File: src/fault_setup_pkg.sv
// Purpose: Shared constants for the laser fault configuration logic.
// Assumes: 100 MHz system clock; register reached by its command code.
// Notes:   Field positions and reset values of the fault_setup register.
package fault_setup_pkg;

    // Register access
    localparam logic [7:0]  FAULT_SETUP_CODE  = 8'h13;
    localparam logic [15:0] FAULT_SETUP_RESET = 16'h04E7;
    localparam logic [15:0] FAULT_SETUP_WMASK = 16'h0FFF; // Bits 15:12 reserved
    localparam logic [15:0] READ_ZERO         = 16'h0000;

    // Field positions inside fault_setup
    localparam int FS_REPEAT_LOCK = 11;
    localparam int FS_FAST_RESUME = 10;
    localparam int FS_DRIVE_HI    = 9;
    localparam int FS_DRIVE_LO    = 8;
    localparam int FS_SERVO_EN    = 7;
    localparam int FS_AUTO_OFF    = 6;
    localparam int FS_PIN_POL     = 5;
    localparam int FS_OVERRIDE    = 4;
    localparam int FS_FORCE       = 3;
    localparam int FS_OVERPWR_EN  = 2;
    localparam int FS_UNDERPWR_EN = 1;
    localparam int FS_OVERCUR_EN  = 0;

    // Fault pin drive modes
    localparam logic [1:0] DRIVE_OPEN_DRAIN = 2'h0;
    localparam logic [1:0] DRIVE_PULLUP_280 = 2'h1;
    localparam logic [1:0] DRIVE_PULLUP_425 = 2'h2;
    localparam logic [1:0] DRIVE_PUSH_PULL  = 2'h3;

    // Timing: lockout window counted in 1 ms ticks
    localparam int CLK_PERIOD_NS = 10;
    localparam int TICK_TIME_NS  = 1_000_000;
    localparam int TICK_CYCLES   = TICK_TIME_NS / CLK_PERIOD_NS;
    localparam int LOCK_WINDOW_MS = 25;
    localparam logic [4:0] LOCK_LAST_TICK = 5'(LOCK_WINDOW_MS - 1);
    localparam logic [4:0] TICK_COUNT_ONE = 5'h01;

    // Current DAC width
    localparam int DAC_WIDTH = 10;

endpackage : fault_setup_pkg

File: src/ms_tick_divider.sv
// Purpose: Divides the system clock into a one-cycle enable pulse.
// Assumes: Single clock domain; restart aligns the first pulse.
// Notes:   First pulse comes CYCLES edges after a restart.
`timescale 1ns/1ps
module ms_tick_divider #(
    parameter int CYCLES = fault_setup_pkg::TICK_CYCLES
) (
    // Clock and reset
    input  wire logic i_sys_clk,
    input  wire logic i_reset_n,
    // Control
    input  wire logic i_restart,
    // Enable pulse
    output logic      o_tick
);

    typedef struct packed {
        logic [31:0] count;
        logic        tick;
    } div_state_t;

    localparam logic [31:0] LAST = 32'(CYCLES - 1);

    div_state_t div_reg;
    div_state_t div_next;

    // Count up through a period; restart lets the window begin on a clean period
    always_comb begin
        div_next      = div_reg;
        div_next.tick = 1'b0;
        if (i_restart) begin
            div_next.count = 32'h0000_0000;
        end else if (div_reg.count == LAST) begin
            div_next.count = 32'h0000_0000;
            div_next.tick  = 1'b1;
        end else begin
            div_next.count = div_reg.count + 32'h0000_0001;
        end
    end

    // State register
    always_ff @(posedge i_sys_clk or negedge i_reset_n) begin
        if (!i_reset_n) begin
            div_reg <= '0;
        end else begin
            div_reg <= div_next;
        end
    end

    assign o_tick = div_reg.tick;

endmodule : ms_tick_divider

File: src/laser_fault_config_logic.sv
// Purpose: Fault configuration, lockout, servo retention and fault pin control.
// Assumes: Command-code register port after the serial decoder; inputs synchronous.
// Notes:   Outputs react one clock after their cause; a setup write acts one clock after it is stored.
//
// Contract
// - Lockout clear allows unlimited fault clear and re-enable attempts.
// - Lockout set: fault within 25ms of re-enable disables until power cycle.
// - Fast resume off: servo settings zeroed on disable, restart from zero.
// - Fast resume on: servo settings kept, loaded into DACs on re-enable.
// - Drive bits select open drain, 280uA pull-up, 425uA pull-up, push-pull.
// - Servo disabled: host writes alone set the bias and modulation DACs.
// - Servo enabled: servo updates both DACs, overwriting host writes.
// - Auto shutdown clear: laser stays driven after fault; host may disable.
// - Auto shutdown set: transmitter disabled as soon as a fault appears.
// - Polarity bit selects active-low (0) or active-high (1) fault pin.
// - Override clear: fault pin driven active whenever a fault occurs.
// - Override set: faults still latched but fault pin follows the force bit.
// - Force bit sets fault pin level, only while override is set.
// - Bit 2 gates overpower fault detection.
// - Bit 1 gates underpower fault detection.
// - Bit 0 gates overcurrent fault detection.
// - Transmitter enabled only with enable pin, software enable, no lockout, and no fault while auto shutdown is set.
// - Lockout: second fault within 25ms of re-enable sets second flag.
// - Lockout: no fault within 25ms of re-enable clears first flag.
`timescale 1ns/1ps
module laser_fault_config_logic #(
    parameter int TICK_CYCLES = fault_setup_pkg::TICK_CYCLES,
    parameter int DAC_WIDTH   = fault_setup_pkg::DAC_WIDTH
) (
    // Clock and reset
    input  wire logic                 i_sys_clk,
    input  wire logic                 i_reset_n,
    // Register command port
    input  wire logic                 i_reg_wr,
    input  wire logic                 i_reg_rd,
    input  wire logic [7:0]           i_cmd_code,
    input  wire logic [15:0]          i_wr_data,
    output logic      [15:0]          o_rd_data,
    output logic                      o_rd_valid,
    // Transmitter enables
    input  wire logic                 i_en_pin,
    input  wire logic                 i_soft_en,
    // Fault detectors
    input  wire logic                 i_over_power,
    input  wire logic                 i_under_power,
    input  wire logic                 i_over_current,
    input  wire logic                 i_fixed_fault,
    // Servo and host DAC values
    input  wire logic [DAC_WIDTH-1:0] i_servo_bias,
    input  wire logic [DAC_WIDTH-1:0] i_servo_mod,
    input  wire logic                 i_host_bias_wr,
    input  wire logic [DAC_WIDTH-1:0] i_host_bias,
    input  wire logic                 i_host_mod_wr,
    input  wire logic [DAC_WIDTH-1:0] i_host_mod,
    // Laser drive and servo seeding
    output logic                      o_tx_enabled,
    output logic [DAC_WIDTH-1:0]      o_bias_current_dac,
    output logic [DAC_WIDTH-1:0]      o_modulation_current_dac,
    output logic                      o_servo_seed,
    // Fault status
    output logic                      o_faulted,
    output logic                      o_faulted_once,
    output logic                      o_faulted_twice,
    // Fault pin
    output logic                      o_fault_pin_out,
    output logic                      o_fault_pin_oe,
    output logic                      o_pullup_280_en,
    output logic                      o_pullup_425_en
);

    typedef struct packed {
        logic [15:0]          setup;
        logic                 faulted;
        logic                 once;
        logic                 twice;
        logic                 tx_en;
        logic                 window_on;
        logic [4:0]           win_cnt;
        logic [DAC_WIDTH-1:0] keep_bias;
        logic [DAC_WIDTH-1:0] keep_mod;
        logic [DAC_WIDTH-1:0] dac_bias;
        logic [DAC_WIDTH-1:0] dac_mod;
        logic                 seed;
        logic                 pin_out;
        logic                 pin_oe;
        logic                 pu280;
        logic                 pu425;
        logic [15:0]          rd_data;
        logic                 rd_valid;
    } fault_state_t;

    // Default setup drives an inactive high-polarity open-drain pin: low, enabled
    localparam fault_state_t RESET_STATE = '{
        setup:   fault_setup_pkg::FAULT_SETUP_RESET,
        pin_oe:  1'b1,
        default: '0
    };

    fault_state_t state_reg;
    fault_state_t state_next;
    logic         fault_event;
    logic         enable_req;
    logic         tx_rise;
    logic         pin_active;
    logic         tick;

    // Pin level from activity, polarity and drive mode
    function automatic logic [3:0] pin_drive(input logic active, input logic pol,
                                             input logic [1:0] mode);
        logic level;
        level = active ? pol : ~pol;
        if (mode == fault_setup_pkg::DRIVE_PUSH_PULL) begin
            pin_drive = {level, 1'b1, 2'b00};
        end else begin
            // Open drain only pulls low; high comes from the pull-up or outside
            pin_drive = {1'b0, ~level,
                         mode == fault_setup_pkg::DRIVE_PULLUP_280,
                         mode == fault_setup_pkg::DRIVE_PULLUP_425};
        end
    endfunction : pin_drive

    // Window timebase, realigned when a lockout window opens
    ms_tick_divider #(
        .CYCLES    (TICK_CYCLES)
    ) u_tick (
        .i_sys_clk (i_sys_clk),
        .i_reset_n (i_reset_n),
        .i_restart (tx_rise && state_reg.once),
        .o_tick    (tick)
    );

    // Next-state logic for the whole block
    always_comb begin
        state_next          = state_reg;
        state_next.rd_valid = 1'b0;
        state_next.seed     = 1'b0;

        // Register port; reserved bits never store
        if (i_reg_wr && i_cmd_code == fault_setup_pkg::FAULT_SETUP_CODE) begin
            state_next.setup = i_wr_data & fault_setup_pkg::FAULT_SETUP_WMASK;
        end
        if (i_reg_rd) begin
            state_next.rd_valid = 1'b1;
            state_next.rd_data  = (i_cmd_code == fault_setup_pkg::FAULT_SETUP_CODE) ?
                                  state_reg.setup : fault_setup_pkg::READ_ZERO;
        end

        // Detector gating by the enable bits
        fault_event = (i_over_power   && state_reg.setup[fault_setup_pkg::FS_OVERPWR_EN])
                    | (i_under_power  && state_reg.setup[fault_setup_pkg::FS_UNDERPWR_EN])
                    | (i_over_current && state_reg.setup[fault_setup_pkg::FS_OVERCUR_EN])
                    | i_fixed_fault;
        enable_req  = i_en_pin && i_soft_en;

        // Faulted latch: host clears it by dropping an enable; a new fault wins
        if (fault_event) begin
            state_next.faulted = 1'b1;
        end else if (!enable_req) begin
            state_next.faulted = 1'b0;
        end

        // Repeat lockout bookkeeping
        if (!state_reg.setup[fault_setup_pkg::FS_REPEAT_LOCK]) begin
            state_next.once      = 1'b0;
            state_next.window_on = 1'b0;
        end else begin
            if (state_reg.window_on) begin
                if (fault_event) begin
                    state_next.twice     = 1'b1;
                    state_next.window_on = 1'b0;
                end else if (tick && state_reg.win_cnt == fault_setup_pkg::LOCK_LAST_TICK) begin
                    state_next.once      = 1'b0;
                    state_next.window_on = 1'b0;
                end else if (tick) begin
                    state_next.win_cnt = state_reg.win_cnt + fault_setup_pkg::TICK_COUNT_ONE;
                end
            end
            // Placed last so a new first fault beats the quiet-window clear
            if (state_reg.faulted && !enable_req) begin
                state_next.once = 1'b1;
            end
        end

        // Transmitter enable; second fault locks it off until reset
        state_next.tx_en = enable_req && !state_next.twice
                        && !(state_next.faulted
                             && state_reg.setup[fault_setup_pkg::FS_AUTO_OFF]);
        tx_rise = state_next.tx_en && !state_reg.tx_en;
        if (tx_rise && state_reg.once && state_reg.setup[fault_setup_pkg::FS_REPEAT_LOCK]) begin
            state_next.window_on = 1'b1;
            state_next.win_cnt   = '0;
        end

        // DAC ownership and servo retention
        if (state_reg.setup[fault_setup_pkg::FS_SERVO_EN]) begin
            if (tx_rise) begin
                state_next.dac_bias = state_reg.keep_bias;
                state_next.dac_mod  = state_reg.keep_mod;
                state_next.seed     = 1'b1;
            end else if (state_reg.tx_en && state_next.tx_en) begin
                state_next.dac_bias  = i_servo_bias;
                state_next.dac_mod   = i_servo_mod;
                state_next.keep_bias = i_servo_bias;
                state_next.keep_mod  = i_servo_mod;
            end else if (!state_next.tx_en
                         && !state_reg.setup[fault_setup_pkg::FS_FAST_RESUME]) begin
                state_next.keep_bias = '0;
                state_next.keep_mod  = '0;
                state_next.dac_bias  = '0;
                state_next.dac_mod   = '0;
            end
        end else begin
            // Servo off: host writes own the DACs
            if (i_host_bias_wr) begin
                state_next.dac_bias = i_host_bias;
            end
            if (i_host_mod_wr) begin
                state_next.dac_mod = i_host_mod;
            end
        end

        // Fault pin: override replaces the latch with the force bit
        pin_active = state_reg.setup[fault_setup_pkg::FS_OVERRIDE] ?
                     state_reg.setup[fault_setup_pkg::FS_FORCE] :
                     state_next.faulted;
        {state_next.pin_out, state_next.pin_oe, state_next.pu280, state_next.pu425} =
            pin_drive(pin_active, state_reg.setup[fault_setup_pkg::FS_PIN_POL],
                      state_reg.setup[fault_setup_pkg::FS_DRIVE_HI:
                                      fault_setup_pkg::FS_DRIVE_LO]);
    end

    // State register; defaults loaded on reset
    always_ff @(posedge i_sys_clk or negedge i_reset_n) begin
        if (!i_reset_n) begin
            state_reg <= RESET_STATE;
        end else begin
            state_reg <= state_next;
        end
    end

    // Outputs straight from the state register
    assign o_rd_data                = state_reg.rd_data;
    assign o_rd_valid               = state_reg.rd_valid;
    assign o_tx_enabled             = state_reg.tx_en;
    assign o_bias_current_dac       = state_reg.dac_bias;
    assign o_modulation_current_dac = state_reg.dac_mod;
    assign o_servo_seed             = state_reg.seed;
    assign o_faulted                = state_reg.faulted;
    assign o_faulted_once           = state_reg.once;
    assign o_faulted_twice          = state_reg.twice;
    assign o_fault_pin_out          = state_reg.pin_out;
    assign o_fault_pin_oe           = state_reg.pin_oe;
    assign o_pullup_280_en          = state_reg.pu280;
    assign o_pullup_425_en          = state_reg.pu425;

    // Helpers: wire level seen at the pin and whether it reads as active
    logic pin_level;
    logic pin_is_active;
    assign pin_level     = state_reg.pin_oe ? state_reg.pin_out : 1'b1;
    assign pin_is_active = (pin_level == state_reg.setup[fault_setup_pkg::FS_PIN_POL]);

    a_reserved_zero: assert property (@(posedge i_sys_clk) disable iff (!i_reset_n)
        state_reg.rd_valid |-> state_reg.rd_data[15:12] == 4'h0)
        else $error("Reserved fault setup bits read nonzero");

    a_host_owns_dac: assert property (@(posedge i_sys_clk) disable iff (!i_reset_n)
        (!state_reg.setup[fault_setup_pkg::FS_SERVO_EN] && i_host_bias_wr && !i_reg_wr)
        |=> state_reg.dac_bias == $past(i_host_bias))
        else $error("Host bias write lost with servo disabled");

    a_servo_owns_dac: assert property (@(posedge i_sys_clk) disable iff (!i_reset_n)
        (state_reg.setup[fault_setup_pkg::FS_SERVO_EN] && state_reg.tx_en && !i_reg_wr)
        ##1 state_reg.tx_en |-> state_reg.dac_mod == $past(i_servo_mod))
        else $error("Modulation DAC not following servo");

    a_auto_shutdown: assert property (@(posedge i_sys_clk) disable iff (!i_reset_n)
        (state_reg.setup[fault_setup_pkg::FS_AUTO_OFF] && fault_event && !i_reg_wr)
        |=> !state_reg.tx_en && state_reg.faulted)
        else $error("Transmitter still on after fault with auto shutdown");

    a_keeps_driving: assert property (@(posedge i_sys_clk) disable iff (!i_reset_n)
        (!state_reg.setup[fault_setup_pkg::FS_AUTO_OFF] && !state_reg.twice
         && !state_reg.setup[fault_setup_pkg::FS_REPEAT_LOCK] && enable_req && !i_reg_wr)
        |=> state_reg.tx_en)
        else $error("Transmitter dropped without auto shutdown");

    a_fault_drives_pin: assert property (@(posedge i_sys_clk) disable iff (!i_reset_n)
        (!state_reg.setup[fault_setup_pkg::FS_OVERRIDE] && fault_event && !i_reg_wr)
        |=> pin_is_active)
        else $error("Fault pin not active on fault");

    a_override_forces: assert property (@(posedge i_sys_clk) disable iff (!i_reset_n)
        (state_reg.setup[fault_setup_pkg::FS_OVERRIDE] && !i_reg_wr)
        |=> pin_is_active == $past(state_reg.setup[fault_setup_pkg::FS_FORCE]))
        else $error("Fault pin not following force bit under override");

    a_push_pull: assert property (@(posedge i_sys_clk) disable iff (!i_reset_n)
        (state_reg.setup[fault_setup_pkg::FS_DRIVE_HI:fault_setup_pkg::FS_DRIVE_LO]
         == fault_setup_pkg::DRIVE_PUSH_PULL && !i_reg_wr)
        |=> state_reg.pin_oe && !state_reg.pu280 && !state_reg.pu425)
        else $error("Push-pull mode not driving");

    a_overpower_gate: assert property (@(posedge i_sys_clk) disable iff (!i_reset_n)
        (!state_reg.setup[fault_setup_pkg::FS_OVERPWR_EN] && !state_reg.faulted && !i_reg_wr
         && !i_under_power && !i_over_current && !i_fixed_fault)
        |=> !state_reg.faulted)
        else $error("Disabled overpower detection raised a fault");

    a_lockout_holds: assert property (@(posedge i_sys_clk) disable iff (!i_reset_n)
        state_reg.twice |-> !state_reg.tx_en ##1 state_reg.twice)
        else $error("Transmitter on after second fault");

    a_second_fault: assert property (@(posedge i_sys_clk) disable iff (!i_reset_n)
        (state_reg.window_on && fault_event && !i_reg_wr
         && state_reg.setup[fault_setup_pkg::FS_REPEAT_LOCK])
        |=> state_reg.twice)
        else $error("Second fault in window not flagged");

    a_window_clears: assert property (@(posedge i_sys_clk) disable iff (!i_reset_n)
        (state_reg.window_on && tick && !fault_event && !i_reg_wr
         && state_reg.win_cnt == fault_setup_pkg::LOCK_LAST_TICK
         && state_reg.setup[fault_setup_pkg::FS_REPEAT_LOCK])
        |=> !state_reg.once && !state_reg.window_on)
        else $error("First fault flag not cleared after quiet window");

    a_zero_on_disable: assert property (@(posedge i_sys_clk) disable iff (!i_reset_n)
        (state_reg.setup[fault_setup_pkg::FS_SERVO_EN] && state_reg.tx_en && !enable_req
         && !state_reg.setup[fault_setup_pkg::FS_FAST_RESUME] && !i_reg_wr)
        |=> state_reg.keep_bias == '0 && state_reg.dac_bias == '0)
        else $error("Servo settings kept with fast resume off");

endmodule : laser_fault_config_logic

File: config.mk
export PLATFORM = sky130hd
export DESIGN_NAME = laser_fault_config_logic
export DESIGN_NICKNAME = d
export VERILOG_FILES = /design/src/fault_setup_pkg.sv /design/src/ms_tick_divider.sv /design/src/laser_fault_config_logic.sv
export SDC_FILE = /design/constraint.sdc
export NUM_CORES = 1
export LEC_CHECK = 0
export BUFFER_PORTS_ARGS = -buffer_cell sky130_fd_sc_hd__buf_2
export CORE_MARGIN = 2
export CORE_UTILIZATION = 50
export CTS_CLUSTER_DIAMETER = 30
export CTS_CLUSTER_SIZE = 30
export DETAILED_ROUTE_END_ITERATION = 6
export GPL_TIMING_DRIVEN = 0
export PLACE_DENSITY = 0.86
export SETUP_SLACK_MARGIN = 0.4
export SLEW_MARGIN = 25
export SYNTH_ARGS = -nofsm -noshare
export SYNTH_HDL_FRONTEND = slang
export SYNTH_SLANG_ARGS = --single-unit
File: constraint.sdc
create_clock -name i_sys_clk -period 1.93 [get_ports i_sys_clk]
set_clock_uncertainty 0.2 [all_clocks]
set_input_delay 0.0965 -clock i_sys_clk [delete_from_list [all_inputs] [get_ports i_sys_clk]]
set_output_delay 0.0965 -clock i_sys_clk [all_outputs]
set_load 0.03 [all_outputs]
# Yosys cells after proc, flatten, opt, wreduce, memory -nomap -nowiden
# Index checks and enable logic that the tools add are counted.
# word_totals
wordCells,107
reg_bits,113
# classes
eq_ne,12
muxes,35
bitwise,6
addsub,2
reduce_logical,32
# op_table
operator,n
two-way mux 40 bit,2
two-way mux 32 bit,2
two-way mux 20 bit,2
adder 32 x 1 -> 32 bit (second input constant),1
equality test 32 x 17 -> 1 bit (second input constant),1
two-way mux 10 bit,2
two-way mux 5 bit,4
two-way mux 1 bit,18
logical AND 1 bit,15
two-way mux 12 bit,1
two-way mux 6 bit,2
nonzero test 2 bit,6
equality test 8 x 5 -> 1 bit (second input constant),1
logical NOT 1 bit,6
!= test 3 x 2 -> 1 bit (second input constant),2
AND reduction 3 bit,2
adder 5 x 1 -> 5 bit (second input constant),1
equality test 5 bit (second input constant),1
AND reduction 5 bit,1
equality test 2 bit (second input constant),2
two-way mux 4 bit,1
!= test 2 x 1 -> 1 bit (second input constant),2
!= test 4 x 1 -> 1 bit (second input constant),1
AND reduction 2 bit,2
other kinds (5),9

# Longest topological paths before layout
# logic_depth
word_depth,16
mapped_depth,7
depth_no_buf,7

# Modules after synthesis
# From an unflattened synthesis, not the netlist that was laid out.
# unflattened
hier_cells,556
area_unflattened_um2,5830.6
# modules_own_cells
mod,instances,cells_per_inst,seq_area_each_um2,area_each_um2
laser_fault_config_logic,1,378,2011.9,4038.9
ms_tick_divider,1,178,825.8,1791.7

# Worst setup path after synthesis
# OpenSTA, ideal clock, no wires.
# synth_timing
path_type,reg-to-reg
startpoint,register state_reg[74] (netlist name)
endpoint,register state_reg[58] (netlist name)
synth_period_minus_slack_ns,1.955
path_slack_ns,-0.025
t_arrival_ns,1.637
n_path_buf,1
path_stages_with_launch,7
required_ns,1.612
cell_sequence,dfstp_2 -> a22oi_1 -> and2_1 -> o21ai_2 -> clkbuf_1 -> a21oi_1 -> a21o_1
# synth_via
elab_chain_cells,14
elab_cells_between_ends,21
cone_classes,mux (5); bitwise (4); reduce/logical (12)
# synth_rtl
item,line,source
"start, declared",laser_fault_config_logic.sv:99,fault_state_t state_reg;
"start signal, assigned",laser_fault_config_logic.sv:237,state_reg <= state_next;
logical AND 1 bit *,laser_fault_config_logic.sv:149,fault_event = (i_over_power && state_reg.setup[fault_setup_pkg::FS_OVERPWR_EN])
OR 1 bit *,laser_fault_config_logic.sv:150,| (i_under_power && state_reg.setup[fault_setup_pkg::FS_UNDERPWR_EN])
OR 1 bit *,laser_fault_config_logic.sv:151,| (i_over_current && state_reg.setup[fault_setup_pkg::FS_OVERCUR_EN])
OR 1 bit *,laser_fault_config_logic.sv:152,| i_fixed_fault;
two-way mux 1 bit,laser_fault_config_logic.sv:168,if (fault_event) begin
two-way mux 2 bit,laser_fault_config_logic.sv:167,if (state_reg.window_on) begin
two-way mux 1 bit,laser_fault_config_logic.sv:163,if (!state_reg.setup[fault_setup_pkg::FS_REPEAT_LOCK]) begin
logical NOT 1 bit,laser_fault_config_logic.sv:185,state_next.tx_en = enable_req && !state_next.twice
logical AND 1 bit,laser_fault_config_logic.sv:185,
logical AND 1 bit *,laser_fault_config_logic.sv:186,&& !(state_next.faulted
logical NOT 1 bit,laser_fault_config_logic.sv:205,end else if (!state_next.tx_en
logical AND 1 bit,laser_fault_config_logic.sv:206,&& !state_reg.setup[fault_setup_pkg::FS_FAST_RESUME]) begin
nonzero test 2 bit (no line),n/a,
AND reduction 3 bit (no line),n/a,
# Every way passes the cells marked *; elsewhere a longest branch is shown, timed or not. The select of a mux whose other input is x is not followed.
# A chain may end at the register's enable or synchronous reset.

==> impl_metrics.ini <==
[timing]
hold_ws_ns = -0.00453
period_share = 1.18
max_freq_mhz = 440
worst_pin_slew_ns = 0.818
relSlewSlack = 0.455
worst_slack_ns = -0.341
hold_viol_final = 2
min_period_ns = 2.27
rsz0062_at_grt = yes
fin_setup_tns_ns = -13.32
setup_violations = 79
slew_viol_final = 0

[global_route]
grt_max_degree = 64
grt_pass1_vias = 6068
met1_usage = 0.361
use_met3 = 0.0675
grt_use_total = 0.320
antenna_found_initial = 0
overflow = 0
use_met2 = 0.586
grt_pass1_wl_um = 31600
grt_busiest_layer = met2

[clocking]
htreeDepth = 4
ctsRootBufferMaster = clkbuf_16
clock_latency_ns = 0.43
clk_pin_slew_ns = 0.06
tritoncts = done
cts_buffer_depth = 2
clkSinkCount = 113
numCtsBuffers = 17

[route]
remaining_drc_errors = 1
vias = 6590
viasPerCell = 6.58
wl_per_cell_um = 26.2
ant_nets = 0
firstDrtPassIters = 7
drtIter0Drc = 991
wl_um = 26200

[yosys]
async_flop_share = 1.00
yosysMostFrequentCell = dfrtp_1
synthCells = 604
yosysTopAreaCell = dfrtp_1
seq_area_frac_synth = 0.484
ys_seq_elements = 113
synth_edf_count = 0
synth_ff_type = dfrtp_1
synth_area_um2 = 5860
synth.top_cells.by_count = 105 x dfrtp_1, 58 x a21oi_1, 53 x nor2_1
synth.distinct_cells = 46
syn_avg_cell_area_um2 = 9.71
netlist.area_leader.share = 0.448
synth.top_cells.by_area = dfrtp_1 45%, buf_4 5.0%, a21oi_1 5.0%
ys_warn_count = 0

[setup_path]
crit_type = register to register
rrSetupSlack_ns = -0.34
path_max_fanout = 7
crit_path_end_kind = register
cp.required_ns = 2.03
critical_path_arrival_ns = 2.37
startpoint_type = register

[placement]
port_buffers = 112
dp_hpwl_um = 9900
placed_area_um2 = 6980
gp_congestion = 0.859

[finish]
diodes = 0
finalInstanceArea_um2 = 9190
num-nets-final = 925
largest_register_ffs = 38
syn2layout_area_growth_pct = 56.7
drive_gt1_frac = 0.460

[hold_path]
min_path_type = primary input to async pin

[power]
power_density_nw_per_um2 = 928
p_leak_nw = 4.14
peakVddDrop_mv = 0.743

[floorplan]
start_util = 0.513
die_area_um2 = 12600
core_um2 = 11400
row_count = 39
die_w_um = 112
die_h_um = 112
io_pins = 122

[run_status]
violations = design-rule violations, negative hold slack, negative setup slack
status = finished with violations

[flow_run]
max-cap-violations = 0
-- worst paths after layout --
| path | from | to | cells past startpoint |
|---|---|---|---|
| worst max register to register | u_tick.div_reg[25]$_DFF_PN0_ | u_tick.div_reg[7]$_DFF_PN0_ | 7 |
| min in group i_sys_clk | i_cmd_code[3] | state_reg[79]$_DFFE_PN1P_ | 5 |
| worst max-delay path | u_tick.div_reg[25]$_DFF_PN0_ | u_tick.div_reg[7]$_DFF_PN0_ | 7 |
| worst min register to register | state_reg[47]$_DFFE_PN0P_ | state_reg[47]$_DFFE_PN0P_ | 1 |
| worst min-delay path | i_reset_n | state_reg[44]$_DFFE_PN0P_ | 2 |
| max in group asynchronous | i_reset_n | state_reg[72]$_DFFE_PN1P_ | 3 |
-- per-stage QoR --
| stage | worst slack [ns] | total power, mW | std cells | util |
|---|---|---|---|---|
| 3_5_place_dp | -0.161 | 4.41 | 863 | 0.611 |
| 2_1_floorplan | 0.0777 | 4.01 | 607 | - |
| 3_3_place_gp | -0.852 | 4.31 | 862 | 0.608 |
| 4_1_cts | -0.118 | 7.90 | 979 | 0.753 |
| 5_1_grt | -0.461 | 8.68 | 1002 | 0.805 |
| 6_report | -0.341 | 8.53 | 1002 | 0.805 |
-- timing repair --
item	4_1_cts	5_1_grt
hold endpoints to repair	162	0
gates resized for setup	49	101
buffers inserted	19	20
hold buffers	59	0
setup endpoints to repair	95	111
cloned	6	3
pin swaps	17	20
-- layout make-up --
class / count / area [um2]
Buffer: 70 / 568
Clock buffer: 22 / 474
Clock inverter: 10 / 156
Fill cell: 504 / 2230
Inverter: 21 / 83.8
Multi-Input combinational cell: 403 / 3220
Sequential cell: 113 / 2840
Tap cell: 143 / 179
Timing Repair Buffer: 220 / 1660
-- report_power, final --
part	internal [mW]	leakage, nW	total, mW	switching, mW
Sequential	2.70	1.40	3.08	0.377
Clock	2.26	0.310	3.49	1.23
Combinational	0.876	2.43	1.95	1.08
Total	5.84	4.14	8.53	2.69
-- critical path, stage by stage, from the launching register on --
cell and delay (ns):
dfrtp_1 0.37, clkbuf_1 0.21, nor4_1 0.36, and4_1 0.31
nand4_1 0.20, o21ai_4 0.22, buf_6 0.19, nor2_1 0.09
-- cell usage in the layout (no fill, tap or decap), types with 5 or more instances in the layout --
master and n:
mux2i_1 19, a21oi_2 7, clkbuf_8 5, a211oi_2 11, nor2b_1 20, a21oi_4 6, and2_1 5, buf_6 22
buf_8 7, dfrtp_2 5, xnor2_1 23, nor3_1 7, nand4_1 11, dfstp_2 8, nand2b_1 6, and4_1 6
nor4_2 6, a21o_1 5, nor2_1 29, o2bb2ai_2 14, inv_1 20, a21oi_1 45, buf_4 63, dlygate4sd3_1 58
buf_2 113, nor4_4 5, nand3_1 14, nand2_2 6, o21ai_1 9, a211oi_4 5, xor2_1 10, dfrtp_1 100
mux2_4 10, nand2_1 44, clkbuf_2 9, clkbuf_16 20, nor2_2 23, clkbuf_1 9
-- kinds of logic after synthesis --
| logic type | count (synthesis) | share of synthesized area |
|---|---|---|
| AOI/OAI and AO/OA | 121 | 0.128 |
| xor gates and xnor gates | 35 | 0.0523 |
| adders and majority gates | 3 | 0.00640 |
| buffers and inverters | 91 | 0.0854 |
| DFF | 113 | 0.484 |
| muxes | 33 | 0.0653 |
| other | 1 | 0.000640 |
| and+or+nand+nor | 207 | 0.178 |
-- layer usage --
metal | up-vias | wire length [um]
li1 | 2544 | -
met1 | 3122 | 8680
met2 | 691 | 12600
met3 | 233 | 2800
met4 | 0 | 2170
met5 | - | 0
Power figures use the tool's default switching activity.
